===== src/rtl/cmp_ctl_pkg.sv =====
package cmp_ctl_pkg;

  localparam int unsigned NUM_CMP = 2;

  // Register map on the plain register port
  localparam logic [2:0] OFS_CTRL0 = 3'h0;
  localparam logic [2:0] OFS_SPEED0 = 3'h1;
  localparam logic [2:0] OFS_CTRL1 = 3'h2;
  localparam logic [2:0] OFS_SPEED1 = 3'h3;
  localparam logic [2:0] OFS_RESET_SRC = 3'h4;

  // Control register fields
  localparam int unsigned CTL_ON_BIT = 7;
  localparam int unsigned CTL_RESULT_BIT = 6;
  localparam int unsigned CTL_RISE_BIT = 5;
  localparam int unsigned CTL_FALL_BIT = 4;
  localparam int unsigned CTL_UHYS_LSB = 2;
  localparam int unsigned CTL_LHYS_LSB = 0;

  // Speed register fields
  localparam int unsigned SPD_RMASK_BIT = 5;
  localparam int unsigned SPD_FMASK_BIT = 4;
  localparam int unsigned SPD_MODE_LSB = 0;

  // Reset source register field
  localparam int unsigned RST_SRC_BIT = 0;

  // Hysteresis codes
  localparam logic [1:0] HYS_OFF = 2'h0;
  localparam logic [1:0] HYS_5MV = 2'h1;
  localparam logic [1:0] HYS_10MV = 2'h2;
  localparam logic [1:0] HYS_20MV = 2'h3;

  // Response mode codes, fastest to slowest
  localparam logic [1:0] MODE_FAST = 2'h0;
  localparam logic [1:0] MODE_1 = 2'h1;
  localparam logic [1:0] MODE_2 = 2'h2;
  localparam logic [1:0] MODE_SLOW = 2'h3;

  // Reset values
  localparam logic [1:0] MODE_RESET = MODE_2;
  localparam logic [1:0] HYS_RESET = HYS_OFF;

  // Analog settings toward one comparator core
  typedef struct packed {
    logic power_down;
    logic [1:0] speed_mode;
    logic [1:0] upper_hysteresis_sel;
    logic [1:0] lower_hysteresis_sel;
  } analog_cfg_t;

  // Per comparator state
  typedef struct packed {
    logic comparator_on;
    logic rise_seen_flag;
    logic fall_seen_flag;
    logic [1:0] upper_hysteresis_sel;
    logic [1:0] lower_hysteresis_sel;
    logic rise_irq_mask;
    logic fall_irq_mask;
    logic [1:0] speed_mode;
    logic sync1;
    logic sync2;
    logic prev;
  } cmp_state_t;

  typedef struct packed {
    cmp_state_t [NUM_CMP-1:0] cmp;
    logic reset_src_en;
    logic [7:0] rdata;
  } ctl_state_t;

endpackage


===== src/rtl/dual_comparator_control.sv =====
module dual_comparator_control
  import cmp_ctl_pkg::*;
(
  input wire logic clk,
  input wire logic rst_n,
  input wire logic [2:0] reg_addr,
  input wire logic [7:0] reg_wdata,
  input wire logic reg_wr,
  input wire logic reg_rd,
  output logic [7:0] reg_rdata,
  input wire logic [cmp_ctl_pkg::NUM_CMP-1:0] core_result,
  output cmp_ctl_pkg::analog_cfg_t [cmp_ctl_pkg::NUM_CMP-1:0] core_cfg,
  output logic cmp0_raw_out,
  output logic cmp1_raw_out,
  output logic cmp0_latched_out,
  output logic cmp1_latched_out,
  output logic [cmp_ctl_pkg::NUM_CMP-1:0] cmp_irq,
  output logic cmp0_reset_req
);
  import cmp_ctl_pkg::*;

  ctl_state_t st_r;
  ctl_state_t st_nxt;
  logic [NUM_CMP-1:0] raw;
  logic [NUM_CMP-1:0] latched;
  logic [NUM_CMP-1:0] rise_ev;
  logic [NUM_CMP-1:0] fall_ev;
  logic [NUM_CMP-1:0] wr_ctl_hit;
  logic [NUM_CMP-1:0] wr_spd_hit;
  logic [NUM_CMP-1:0] rd_ctl_hit;
  logic [NUM_CMP-1:0] rd_spd_hit;
  logic [NUM_CMP-1:0][7:0] ctl_image;
  logic [NUM_CMP-1:0][7:0] spd_image;
  logic wr_rsrc_hit;
  logic rd_rsrc_hit;
  logic [7:0] rsrc_image;

  // Control image; result bit shows the gated synchronised value
  function automatic logic [7:0] ctl_word(cmp_state_t s, logic res);
    logic [7:0] w;
    w = 8'h00;
    w[CTL_ON_BIT] = s.comparator_on;
    w[CTL_RESULT_BIT] = res;
    w[CTL_RISE_BIT] = s.rise_seen_flag;
    w[CTL_FALL_BIT] = s.fall_seen_flag;
    w[CTL_UHYS_LSB +: 2] = s.upper_hysteresis_sel;
    w[CTL_LHYS_LSB +: 2] = s.lower_hysteresis_sel;
    return w;
  endfunction

  // Speed image; unused bits read zero
  function automatic logic [7:0] spd_word(cmp_state_t s);
    logic [7:0] w;
    w = 8'h00;
    w[SPD_RMASK_BIT] = s.rise_irq_mask;
    w[SPD_FMASK_BIT] = s.fall_irq_mask;
    w[SPD_MODE_LSB +: 2] = s.speed_mode;
    return w;
  endfunction

  // Flags store what is written, so software clears them with a zero
  function automatic cmp_state_t ctl_write(cmp_state_t s, logic [7:0] d);
    cmp_state_t n;
    n = s;
    n.comparator_on = d[CTL_ON_BIT];
    n.rise_seen_flag = d[CTL_RISE_BIT];
    n.fall_seen_flag = d[CTL_FALL_BIT];
    n.upper_hysteresis_sel = d[CTL_UHYS_LSB +: 2];
    n.lower_hysteresis_sel = d[CTL_LHYS_LSB +: 2];
    return n;
  endfunction

  function automatic cmp_state_t spd_write(cmp_state_t s, logic [7:0] d);
    cmp_state_t n;
    n = s;
    n.rise_irq_mask = d[SPD_RMASK_BIT];
    n.fall_irq_mask = d[SPD_FMASK_BIT];
    n.speed_mode = d[SPD_MODE_LSB +: 2];
    return n;
  endfunction

  // Synchroniser: nothing but the second stage reads the first
  function automatic cmp_state_t sync_step(cmp_state_t s, logic core);
    cmp_state_t n;
    n = s;
    n.sync1 = core;
    n.sync2 = s.sync1;
    // History tracks the gated value, so a disabled core stays quiet
    n.prev = s.sync2 & s.comparator_on;
    return n;
  endfunction

  // Edges are applied last, so a set beats a clearing write
  function automatic cmp_state_t edge_step(cmp_state_t s, logic rise,
    logic fall);
    cmp_state_t n;
    n = s;
    if (rise)
      n.rise_seen_flag = 1'b1;
    if (fall)
      n.fall_seen_flag = 1'b1;
    return n;
  endfunction

  // Raw path is pure gating, so it keeps working with the clock stopped
  genvar g;
  generate
    for (g = 0; g < NUM_CMP; g++)
    begin : g_cmp
      localparam logic [2:0] CTL_OFS = (g == 0) ? OFS_CTRL0 : OFS_CTRL1;
      localparam logic [2:0] SPD_OFS = (g == 0) ? OFS_SPEED0 : OFS_SPEED1;
      assign raw[g] =
        core_result[g] & st_r.cmp[g].comparator_on;
      assign latched[g] =
        st_r.cmp[g].sync2 & st_r.cmp[g].comparator_on;
      assign rise_ev[g] = latched[g] & ~st_r.cmp[g].prev;
      assign fall_ev[g] = ~latched[g] & st_r.cmp[g].prev;
      assign wr_ctl_hit[g] = reg_wr & (reg_addr == CTL_OFS);
      assign wr_spd_hit[g] = reg_wr & (reg_addr == SPD_OFS);
      assign rd_ctl_hit[g] = reg_rd & (reg_addr == CTL_OFS);
      assign rd_spd_hit[g] = reg_rd & (reg_addr == SPD_OFS);
      assign ctl_image[g] = ctl_word(st_r.cmp[g], latched[g]);
      assign spd_image[g] = spd_word(st_r.cmp[g]);
      assign core_cfg[g].power_down = ~st_r.cmp[g].comparator_on;
      assign core_cfg[g].speed_mode = st_r.cmp[g].speed_mode;
      assign core_cfg[g].upper_hysteresis_sel =
        st_r.cmp[g].upper_hysteresis_sel;
      assign core_cfg[g].lower_hysteresis_sel =
        st_r.cmp[g].lower_hysteresis_sel;
      // One request line carries both edge kinds
      assign cmp_irq[g] =
        (st_r.cmp[g].rise_seen_flag & st_r.cmp[g].rise_irq_mask) |
        (st_r.cmp[g].fall_seen_flag & st_r.cmp[g].fall_irq_mask);
    end
  endgenerate

  assign wr_rsrc_hit = reg_wr & (reg_addr == OFS_RESET_SRC);
  assign rd_rsrc_hit = reg_rd & (reg_addr == OFS_RESET_SRC);
  assign rsrc_image = {7'h00, st_r.reset_src_en};

  assign cmp0_raw_out = raw[0];
  assign cmp1_raw_out = raw[1];
  assign cmp0_latched_out = latched[0];
  assign cmp1_latched_out = latched[1];
  // Comparator 1 has no reset path by construction
  assign cmp0_reset_req = st_r.reset_src_en & st_r.cmp[0].comparator_on
    & ~st_r.cmp[0].sync2;
  assign reg_rdata = st_r.rdata;

  // Unmapped reads fall through to zero
  always_comb
  begin
    st_nxt = st_r;
    st_nxt.rdata = 8'h00;
    for (int i = 0; i < NUM_CMP; i++)
    begin
      st_nxt.cmp[i] = sync_step(st_r.cmp[i], core_result[i]);
      if (wr_ctl_hit[i])
        st_nxt.cmp[i] = ctl_write(st_nxt.cmp[i], reg_wdata);
      if (wr_spd_hit[i])
        st_nxt.cmp[i] = spd_write(st_nxt.cmp[i], reg_wdata);
      // Enable or setting changes may glitch; software cleans up
      st_nxt.cmp[i] = edge_step(st_nxt.cmp[i], rise_ev[i], fall_ev[i]);
      if (rd_ctl_hit[i])
        st_nxt.rdata = ctl_image[i];
      if (rd_spd_hit[i])
        st_nxt.rdata = spd_image[i];
    end
    if (wr_rsrc_hit)
      st_nxt.reset_src_en = reg_wdata[RST_SRC_BIT];
    if (rd_rsrc_hit)
      st_nxt.rdata = rsrc_image;
  end

  always_ff @(posedge clk or negedge rst_n)
  begin
    if (!rst_n)
    begin
      for (int i = 0; i < NUM_CMP; i++)
      begin
        st_r.cmp[i].comparator_on <= 1'b0;
        st_r.cmp[i].rise_seen_flag <= 1'b0;
        st_r.cmp[i].fall_seen_flag <= 1'b0;
        st_r.cmp[i].upper_hysteresis_sel <= HYS_RESET;
        st_r.cmp[i].lower_hysteresis_sel <= HYS_RESET;
        st_r.cmp[i].rise_irq_mask <= 1'b0;
        st_r.cmp[i].fall_irq_mask <= 1'b0;
        st_r.cmp[i].speed_mode <= MODE_RESET;
        st_r.cmp[i].sync1 <= 1'b0;
        st_r.cmp[i].sync2 <= 1'b0;
        st_r.cmp[i].prev <= 1'b0;
      end
      st_r.reset_src_en <= 1'b0;
      st_r.rdata <= 8'h00;
    end
    else
      st_r <= st_nxt;
  end

endmodule


===== config.mk =====
export PLATFORM = sky130hd
export DESIGN_NAME = dual_comparator_control
export DESIGN_NICKNAME = d
export VERILOG_FILES = /design/src/rtl/cmp_ctl_pkg.sv /design/src/rtl/dual_comparator_control.sv
export SDC_FILE = /design/constraint.sdc
export NUM_CORES = 1
export LEC_CHECK = 0
export BUFFER_PORTS_ARGS = -buffer_cell sky130_fd_sc_hd__buf_2
export CAP_MARGIN = 0
export CORE_MARGIN = 4
export CORE_UTILIZATION = 51
export CTS_CLUSTER_DIAMETER = 150
export DETAILED_ROUTE_END_ITERATION = 7
export GPL_TIMING_DRIVEN = 0
export PLACE_DENSITY = 0.78
export SETUP_SLACK_MARGIN = 0.15
export SYNTH_ARGS = -nofsm -noshare
export SYNTH_HDL_FRONTEND = slang
export SYNTH_SLANG_ARGS = --single-unit

===== constraint.sdc =====
create_clock -name clk -period 1.3 [get_ports clk]
set_input_delay 0.195 -clock clk [delete_from_list [all_inputs] [get_ports clk]]
set_output_delay 0.195 -clock clk [all_outputs]
set_load 0.005 [all_outputs]

# Yosys cells after proc, flatten, opt, wreduce, memory -nomap -nowiden

Cells that the tools add are included.

Bits in registers: 37
Input bits: 17

Multiplexer cells: 13
Equality and inequality tests: 4
Reductions and logical operators: 1
Bitwise gates (word level): 33

Operators with widths:

| cell                                                             | number |
|---|---|
| 8-bit 2-to-1 mux                                                 | 5 |
| 14-bit 2-to-1 mux                                                | 2 |
| 1-bit AND                                                        | 24 |
| 7-bit 2-to-1 mux                                                 | 2 |
| 1-bit NOT                                                        | 7 |
| 3-bit by 2-bit == test with 1-bit output (second input constant) | 2 |
| 1-bit 2-to-1 mux                                                 | 4 |
| 3-bit by 1-bit == test with 1-bit output (second input constant) | 1 |
| 3-bit == test (second input constant)                            | 1 |
| 3-bit zero test                                                  | 1 |
| 1-bit bitwise OR                                                 | 2 |

# Logic depth before layout (Yosys ltp)

Gate-level depths: netlist (run 1).

Depth after elaboration: 7
Mapped depth: 5

# Least setup slack after synthesis (run 1)

No wires, ideal clock.

Kind: input -> register
Start point: in reg_addr[1]
End point: reg st_r, in the netlist core_cfg[0]
Path slack: 0.023 ns
Library setup time: 0.125 ns
Buffers on the path: 1
Stages on the path: 3
Arrival time: 1.152 ns
Cell sequence: buf_6 -> nor4b_4 -> mux2_2

Word-level cells in the longest chain between the ends: 3

RTL lines:

| item                 | line                           | source |
|---|---|---|
| start, declared      | dual_comparator_control.sv:6   | `input wire logic [2:0] reg_addr,` |
| 3-bit zero test      | dual_comparator_control.sv:118 | `assign wr_ctl_hit[g] = reg_wr & (reg_addr == CTL_OFS);` |
| 1-bit AND            | dual_comparator_control.sv:118 |  |
| 14-bit 2-to-1 mux    | dual_comparator_control.sv:158 | `if (wr_ctl_hit[i])` |
| end signal, assigned | dual_comparator_control.sv:197 | `st_r <= st_nxt;` |
| end, declared        | dual_comparator_control.sv:22  | `ctl_state_t st_r;` |

No other way between the ends. The select of a mux whose other input is x is not followed.
A chain may end at the register's enable or synchronous reset.

# Final worst setup path (run 1)

Start point: reg st_r, in the netlist spd_image[13]
End point: out cmp_irq[1] (netlist bit)

Word-level cells in the longest chain between the ends: 2

RTL lines:

| item             | line                           | source |
|---|---|---|
| 1-bit AND        | dual_comparator_control.sv:132 | `(st_r.cmp[g].rise_seen_flag & st_r.cmp[g].rise_irq_mask) \|` |
| 1-bit bitwise OR | dual_comparator_control.sv:132 |  |
| end, declared    | dual_comparator_control.sv:17  | `output logic [cmp_ctl_pkg::NUM_CMP-1:0] cmp_irq,` |

No other way between the ends.

==> results of run 1 <==
==> layer usage <==
layer	up-vias	share of wire (%)	routed length, um
li1	597	-	-
met1	672	40	1610
met2	45	52	2100
met3	5	6.2	247
met4	0	1.3	51
met5	-	0	0
==> sequential cells by signal, indices dropped and copies added (netlist names) <==
name and flops:
core_cfg 12, st_r 6, ctl_image 6, spd_image 4, rsrc_image 1, reg_rdata 8
==> metrics by stage <==
stage,util [%],setup TNS [ns],hold slack [ns],cells
final,79.8,0,0.0703,256
after global routing,79.8,-0.273,0.0655,256
after CTS,75.2,0,0.0656,248
after detailed placement,63.4,-1.64,0.315,222
after global placement,63.4,-1.32,0.312,222
after floorplan,-,0,-0.101,135
==> power by group <==
part	switching, uW	internal [uW]	leakage [uW]
clock	366	256	0.0000314
combinational	366	792	0.000722
sequential	142	1340	0.000444
total	874	2390	0.00120
==> cells in the mapped netlist, types with 2 or more instances <==
cell type / count
buf_4: 21
mux2i_1: 5
and2_1: 2
mux4_2: 3
o21ai_0: 7
nor2b_1: 6
nor2_1: 5
inv_1: 5
dfrtp_1: 35
buf_2: 2
nand4b_1: 2
mux2_2: 16
nand2_1: 8
a22o_1: 3
a221o_1: 2
dfstp_2: 2
==> critical path: cells and delay by family (launching register included) <==
family / cells / cell delay (ns)
flip-flops: 1 / 0.42
AO/OA/AOI/OAI: 1 / 0.22
buffers and inverters: 1 / 0.12
==> final cells by class <==
| type | count | area (um^2) | share of cell area [%] |
|---|---|---|---|
| plain buffers | 24 | 258 | 10.3 |
| multi-input cells | 69 | 604 | 24.2 |
| repair buffers | 70 | 576 | 23.1 |
| clock buffers | 7 | 55.1 | 2.21 |
| inverters | 5 | 18.8 | 0.752 |
| well taps | 44 | 55.1 | 2.21 |
| flip-flops and latches | 37 | 930 | 37.2 |
==> path summary, 6_finish.rpt <==
kind / endpoint / slack, ns / depth (start not counted)
hold reg to reg: st_r[10] / 0.36 / 0
max in group asynchronous: core_cfg[12] / 0.54 / 2
setup / recovery: cmp_irq[1] / 0.02 / 2
min in group asynchronous: core_cfg[2] / 0.38 / 2
hold / removal: ctl_image[15] / 0.07 / 3
setup reg to reg: reg_rdata[5] / 0.03 / 3
==> timing repair <==
item                                    in CTS  in global routing
endpoints found under the setup margin      29                 70
gates resized for setup                     34                 23
hold buffers                                 3                  0
hold endpoints to repair                    37                  0
setup buffers                               16                  8
pin swaps                                    3                  3
==> kinds of logic after synthesis <==
group / count (synthesis) / synth area share, %
AOI/OAI and AO/OA: 14 / 5.49
buffers and inverters: 29 / 11.6
DFF: 37 / 54.3
muxes: 24 / 17.4
and+or+nand+nor: 31 / 11.3
==> impl_metrics.ini, run 1 <==
[power_and_ir_drop]
p_per_area_nw_per_um2 = 1310
p_total_uw = 3260
vdd_drop_max_v = 0.000776
p_leak_uw = 0.00120

[final_layout]
area_delta_synth_final_pct = 45.9
fillers = 183
drive_above_1_share_pct = 62.3
final_common_cell = buf_6
fin_area_um2 = 2500
nNetsFinal = 229
layout_common_cells = 44 x buf_6, 34 x dfrtp_1, 24 x buf_4
diodes = 0

[sta]
drv_slew = 0
setup_viol = 0
fmax_mhz = 782
final.setup.worst_slack_ns = 0.0219
fin_worst_skew_ns = 0.0116
finalHoldViolations = 0
fin_crit_ns = 1.28
rsz0062_at_grt = true
finalCritPeriodShare_pct = 98.3
max-slew-margin-rel_pct = 65.6
worst_slew_pin_slew_ns = 0.517

[synthesis]
yosysTopAreaCell = dfrtp_1
syn_area_per_cell_um2 = 12.7
ys_seq_elements = 37
synth_edf_count = 0
ys_types = 27
async_flop_share_pct = 100
netlist_instances = 135
ys_top_cells_by_area = dfrtp_1 51%, mux2_2 11%, buf_4 9.2%
synth_top_cell_area_share_pct = 51.2
ys_warn_count = 0
synthFlopType = dfrtp_1
syn_nets = 152
synth.yosys.seq_area_share_pct = 54.3
synthesis.area_um2 = 1710

[clocking]
root_buffer = clkbuf_4
clockBufferDepth = 2
cts_buffers = 5
clk_latency_ns = 0.34
cts.sinks = 37
clk_pin_slew_ns = 0.10
h-tree-depth = 2
cts_tree = yes

[die]
initial_core_util_pct = 54.7
die_x_um = 65.9
design.core.area_um2 = 3130
ios = 46
fp-row-count = 20
die-area_um2 = 4340
die-height_um = 65.9

[route]
via_per_inst = 5.15
drt_wl_total_um = 4010
drt_pass1_iterations = 4
drtIter0Drc = 85
via_count = 1319
wl_per_cell_um = 15.6
drc = 0
final_antenna_net_count = 0

[setup_path]
cp_slowest_stage_delay_ns = 0.42
cp_cell_sequence = a22o_1 > buf_2
startpoint = spd_image[13]
crit_required_ns = 1.11
path_class = reg -> out
critical_path_peak_fanout = 3
cp.arrival_ns = 1.08
slowest_stage = dfrtp_1
reg2reg_from = spd_image[13]
crit_path_end_kind = output pin
crit_path_start_kind = register

[global_routing]
antenna_found_initial = 0
grt_pass1_wl_um = 6400
grt-busiest-layer = met2
grt_use_met1_pct = 23.2
grt-ovfl-total = 0
grt_pass1_vias = 1394
grt_max_degree = 38
grt_util_all_layers_pct = 19.8
met3_usage_pct = 7.14
use_met2_pct = 33.7

[hold_path]
min_from = reg_wdata[7]
worstHoldPathType = in -> reg

[placement]
portBuffers = 43
dpl_cell_area_um2 = 1980
dp_hpwl_um = 2490
pre_cts_slack_ns = -0.218
finalWeightedCongestion = 0.785

[flow_run]
max-cap-violations = 0

[outcome]
outcome = completed
Note: power is estimated with default switching activity, not from simulation.
==> run 2, diff against run 1 <==
Settings changed: CAP_MARGIN 0 to not set, PLACE_DENSITY 0.78 to 0.74.
==> run 2 against run 1 <==
Cell count is the same. Setup slack gained 0.0068 ns. Via count shrank 4.4%. Clock power grew 30%. Sequential cell count is the same. Combinational power shrank 4%. Core utilization grew 0.20 points. Critical path type unchanged. Largest cell class unchanged.
==> impl_metrics.ini, run 2 (synthesized netlist as in run 1, its figures left out) <==
[placement]
finalWeightedCongestion = 0.768
dpl_cell_area_um2 = 1980
portBuffers = 43
dp_hpwl_um = 2410

[sta]
setup_viol = 0
finalCritPeriodShare_pct = 97.8
hold_slack_ns = 0.105
worst_slew_pin_slew_ns = 0.792
finalHoldViolations = 0
fin_crit_ns = 1.27
tns_ns = 0
fmax_mhz = 787
drv_slew = 0
max-slew-margin-rel_pct = 47.2
fin_worst_skew_ns = 0.00962
rsz0062_at_grt = true

[global_routing]
grt_pass1_vias = 1354
grt_util_all_layers_pct = 18.6
antenna_found_initial = 0
grt-ovfl-total = 0
grt_pass1_wl_um = 6220
grt_max_degree = 38

[clocking]
h-tree-depth = 2
clk_pin_slew_ns = 0.11
cts_tree = yes
root_buffer = clkbuf_4
cts.sinks = 37
cts_buffers = 5
clockBufferDepth = 2
clk_latency_ns = 0.32

[power_and_ir_drop]
p_leak_uw = 0.00120
vdd_drop_max_v = 0.000903
p_per_area_nw_per_um2 = 1360

[die]
die-height_um = 65.9
fp-row-count = 20
initial_core_util_pct = 54.7
design.core.area_um2 = 3130
ios = 46
die-area_um2 = 4340
die_x_um = 65.9

[setup_path]
critical_path_peak_fanout = 2
path_class = reg -> out
cp.arrival_ns = 1.08
crit_path_end_kind = output pin
reg2reg_depth = 3
crit_path_start_kind = register
crit_required_ns = 1.11

[route]
drc = 0
via_count = 1261
drtIter0Drc = 44
drt_pass1_iterations = 4
final_antenna_net_count = 0
wl_per_cell_um = 14.4
via_per_inst = 4.93
drt_wl_total_um = 3690

[final_layout]
fin_area_um2 = 2500
largest_register_ffs = 12
layout_common_cells = 44 x buf_6, 33 x dfrtp_1, 23 x buf_2
nNetsFinal = 228
diodes = 0
drive_above_1_share_pct = 61.3
final_common_cell = buf_6
area_delta_synth_final_pct = 46.3

[hold_path]
whs_path_depth = 3
worstHoldPathType = in -> reg

[outcome]
outcome = completed

[flow_run]
max-cap-violations = 0
==> run 2: cell types whose count changed in the layout (fill, tap and decap cells not counted), sizes merged <==
cell    previous run  this run
clkbuf             8         7
bufinv             0         1
==> run 2: metal layers <==
metal	wire length, um	track usage, %	share of wire [%]
met3	182	5.27	4.9
met4	17	2.85	0.46
met5	0	0	0
met1	1490	23.3	40
met2	2000	32.3	54
==> run 2: repair_timing <==
| item | 4_1_cts | 5_1_grt |
|---|---|---|
| hold buffers | 3 | 0 |
| resized for setup | 28 | 25 |
| setup buffers | 20 | 3 |
| pin swaps | 4 | 1 |
| cloned | 0 | 0 |
| setup endpoints to repair | 27 | 34 |
| hold endpoints to repair | 37 | 0 |
==> run 2: final timing paths <==
path	startpoint	end	slack, ns
min in group asynchronous	rst_n	reg_rdata[0]	0.49
max	ctl_image[13]	cmp_irq[1]	0.03
max in group asynchronous	rst_n	ctl_image[15]	0.25
min reg2reg	st_r[11]	st_r[10]	0.36
min	reg_wdata[7]	ctl_image[15]	0.11
max reg2reg	ctl_image[13]	reg_rdata[5]	0.05
==> run 2: stage by stage <==
stage | utilization (%) | worst slack, ns | instances | total power [uW]
6_report | 80.0 | 0.0287 | 256 | 3400
5_1_grt | 80.0 | -0.0462 | 256 | 3600
4_1_cts | 76.0 | 0.0153 | 253 | 3310
3_5_place_dp | 63.4 | -0.236 | 222 | 2180
3_3_place_gp | 63.4 | -0.219 | 222 | 2140
2_1_floorplan | - | 0.0815 | 135 | 1890
==> run 2: layout make-up <==
type	count	area, um^2
fill	190	626
buffer	24	258
inverter	5	18.8
timing repair buffer	69	563
multi-input combinational	69	592
clock buffer	7	55.1
sequential	37	931
tap	44	55.1
clock inverter	1	30.0
==> run 2: worst max-delay path: stages (launching register included) <==
cell and delay [ns]:
dfrtp_1 0.40, a22o_1 0.23, buf_2 0.12
==> run 2: where the power goes <==
part | switching [uW] | internal, uW | leakage (uW)
sequential | 140 | 1340 | 0.000443
combinational | 344 | 768 | 0.000712
clock | 348 | 459 | 0.0000455
total | 831 | 2570 | 0.00120
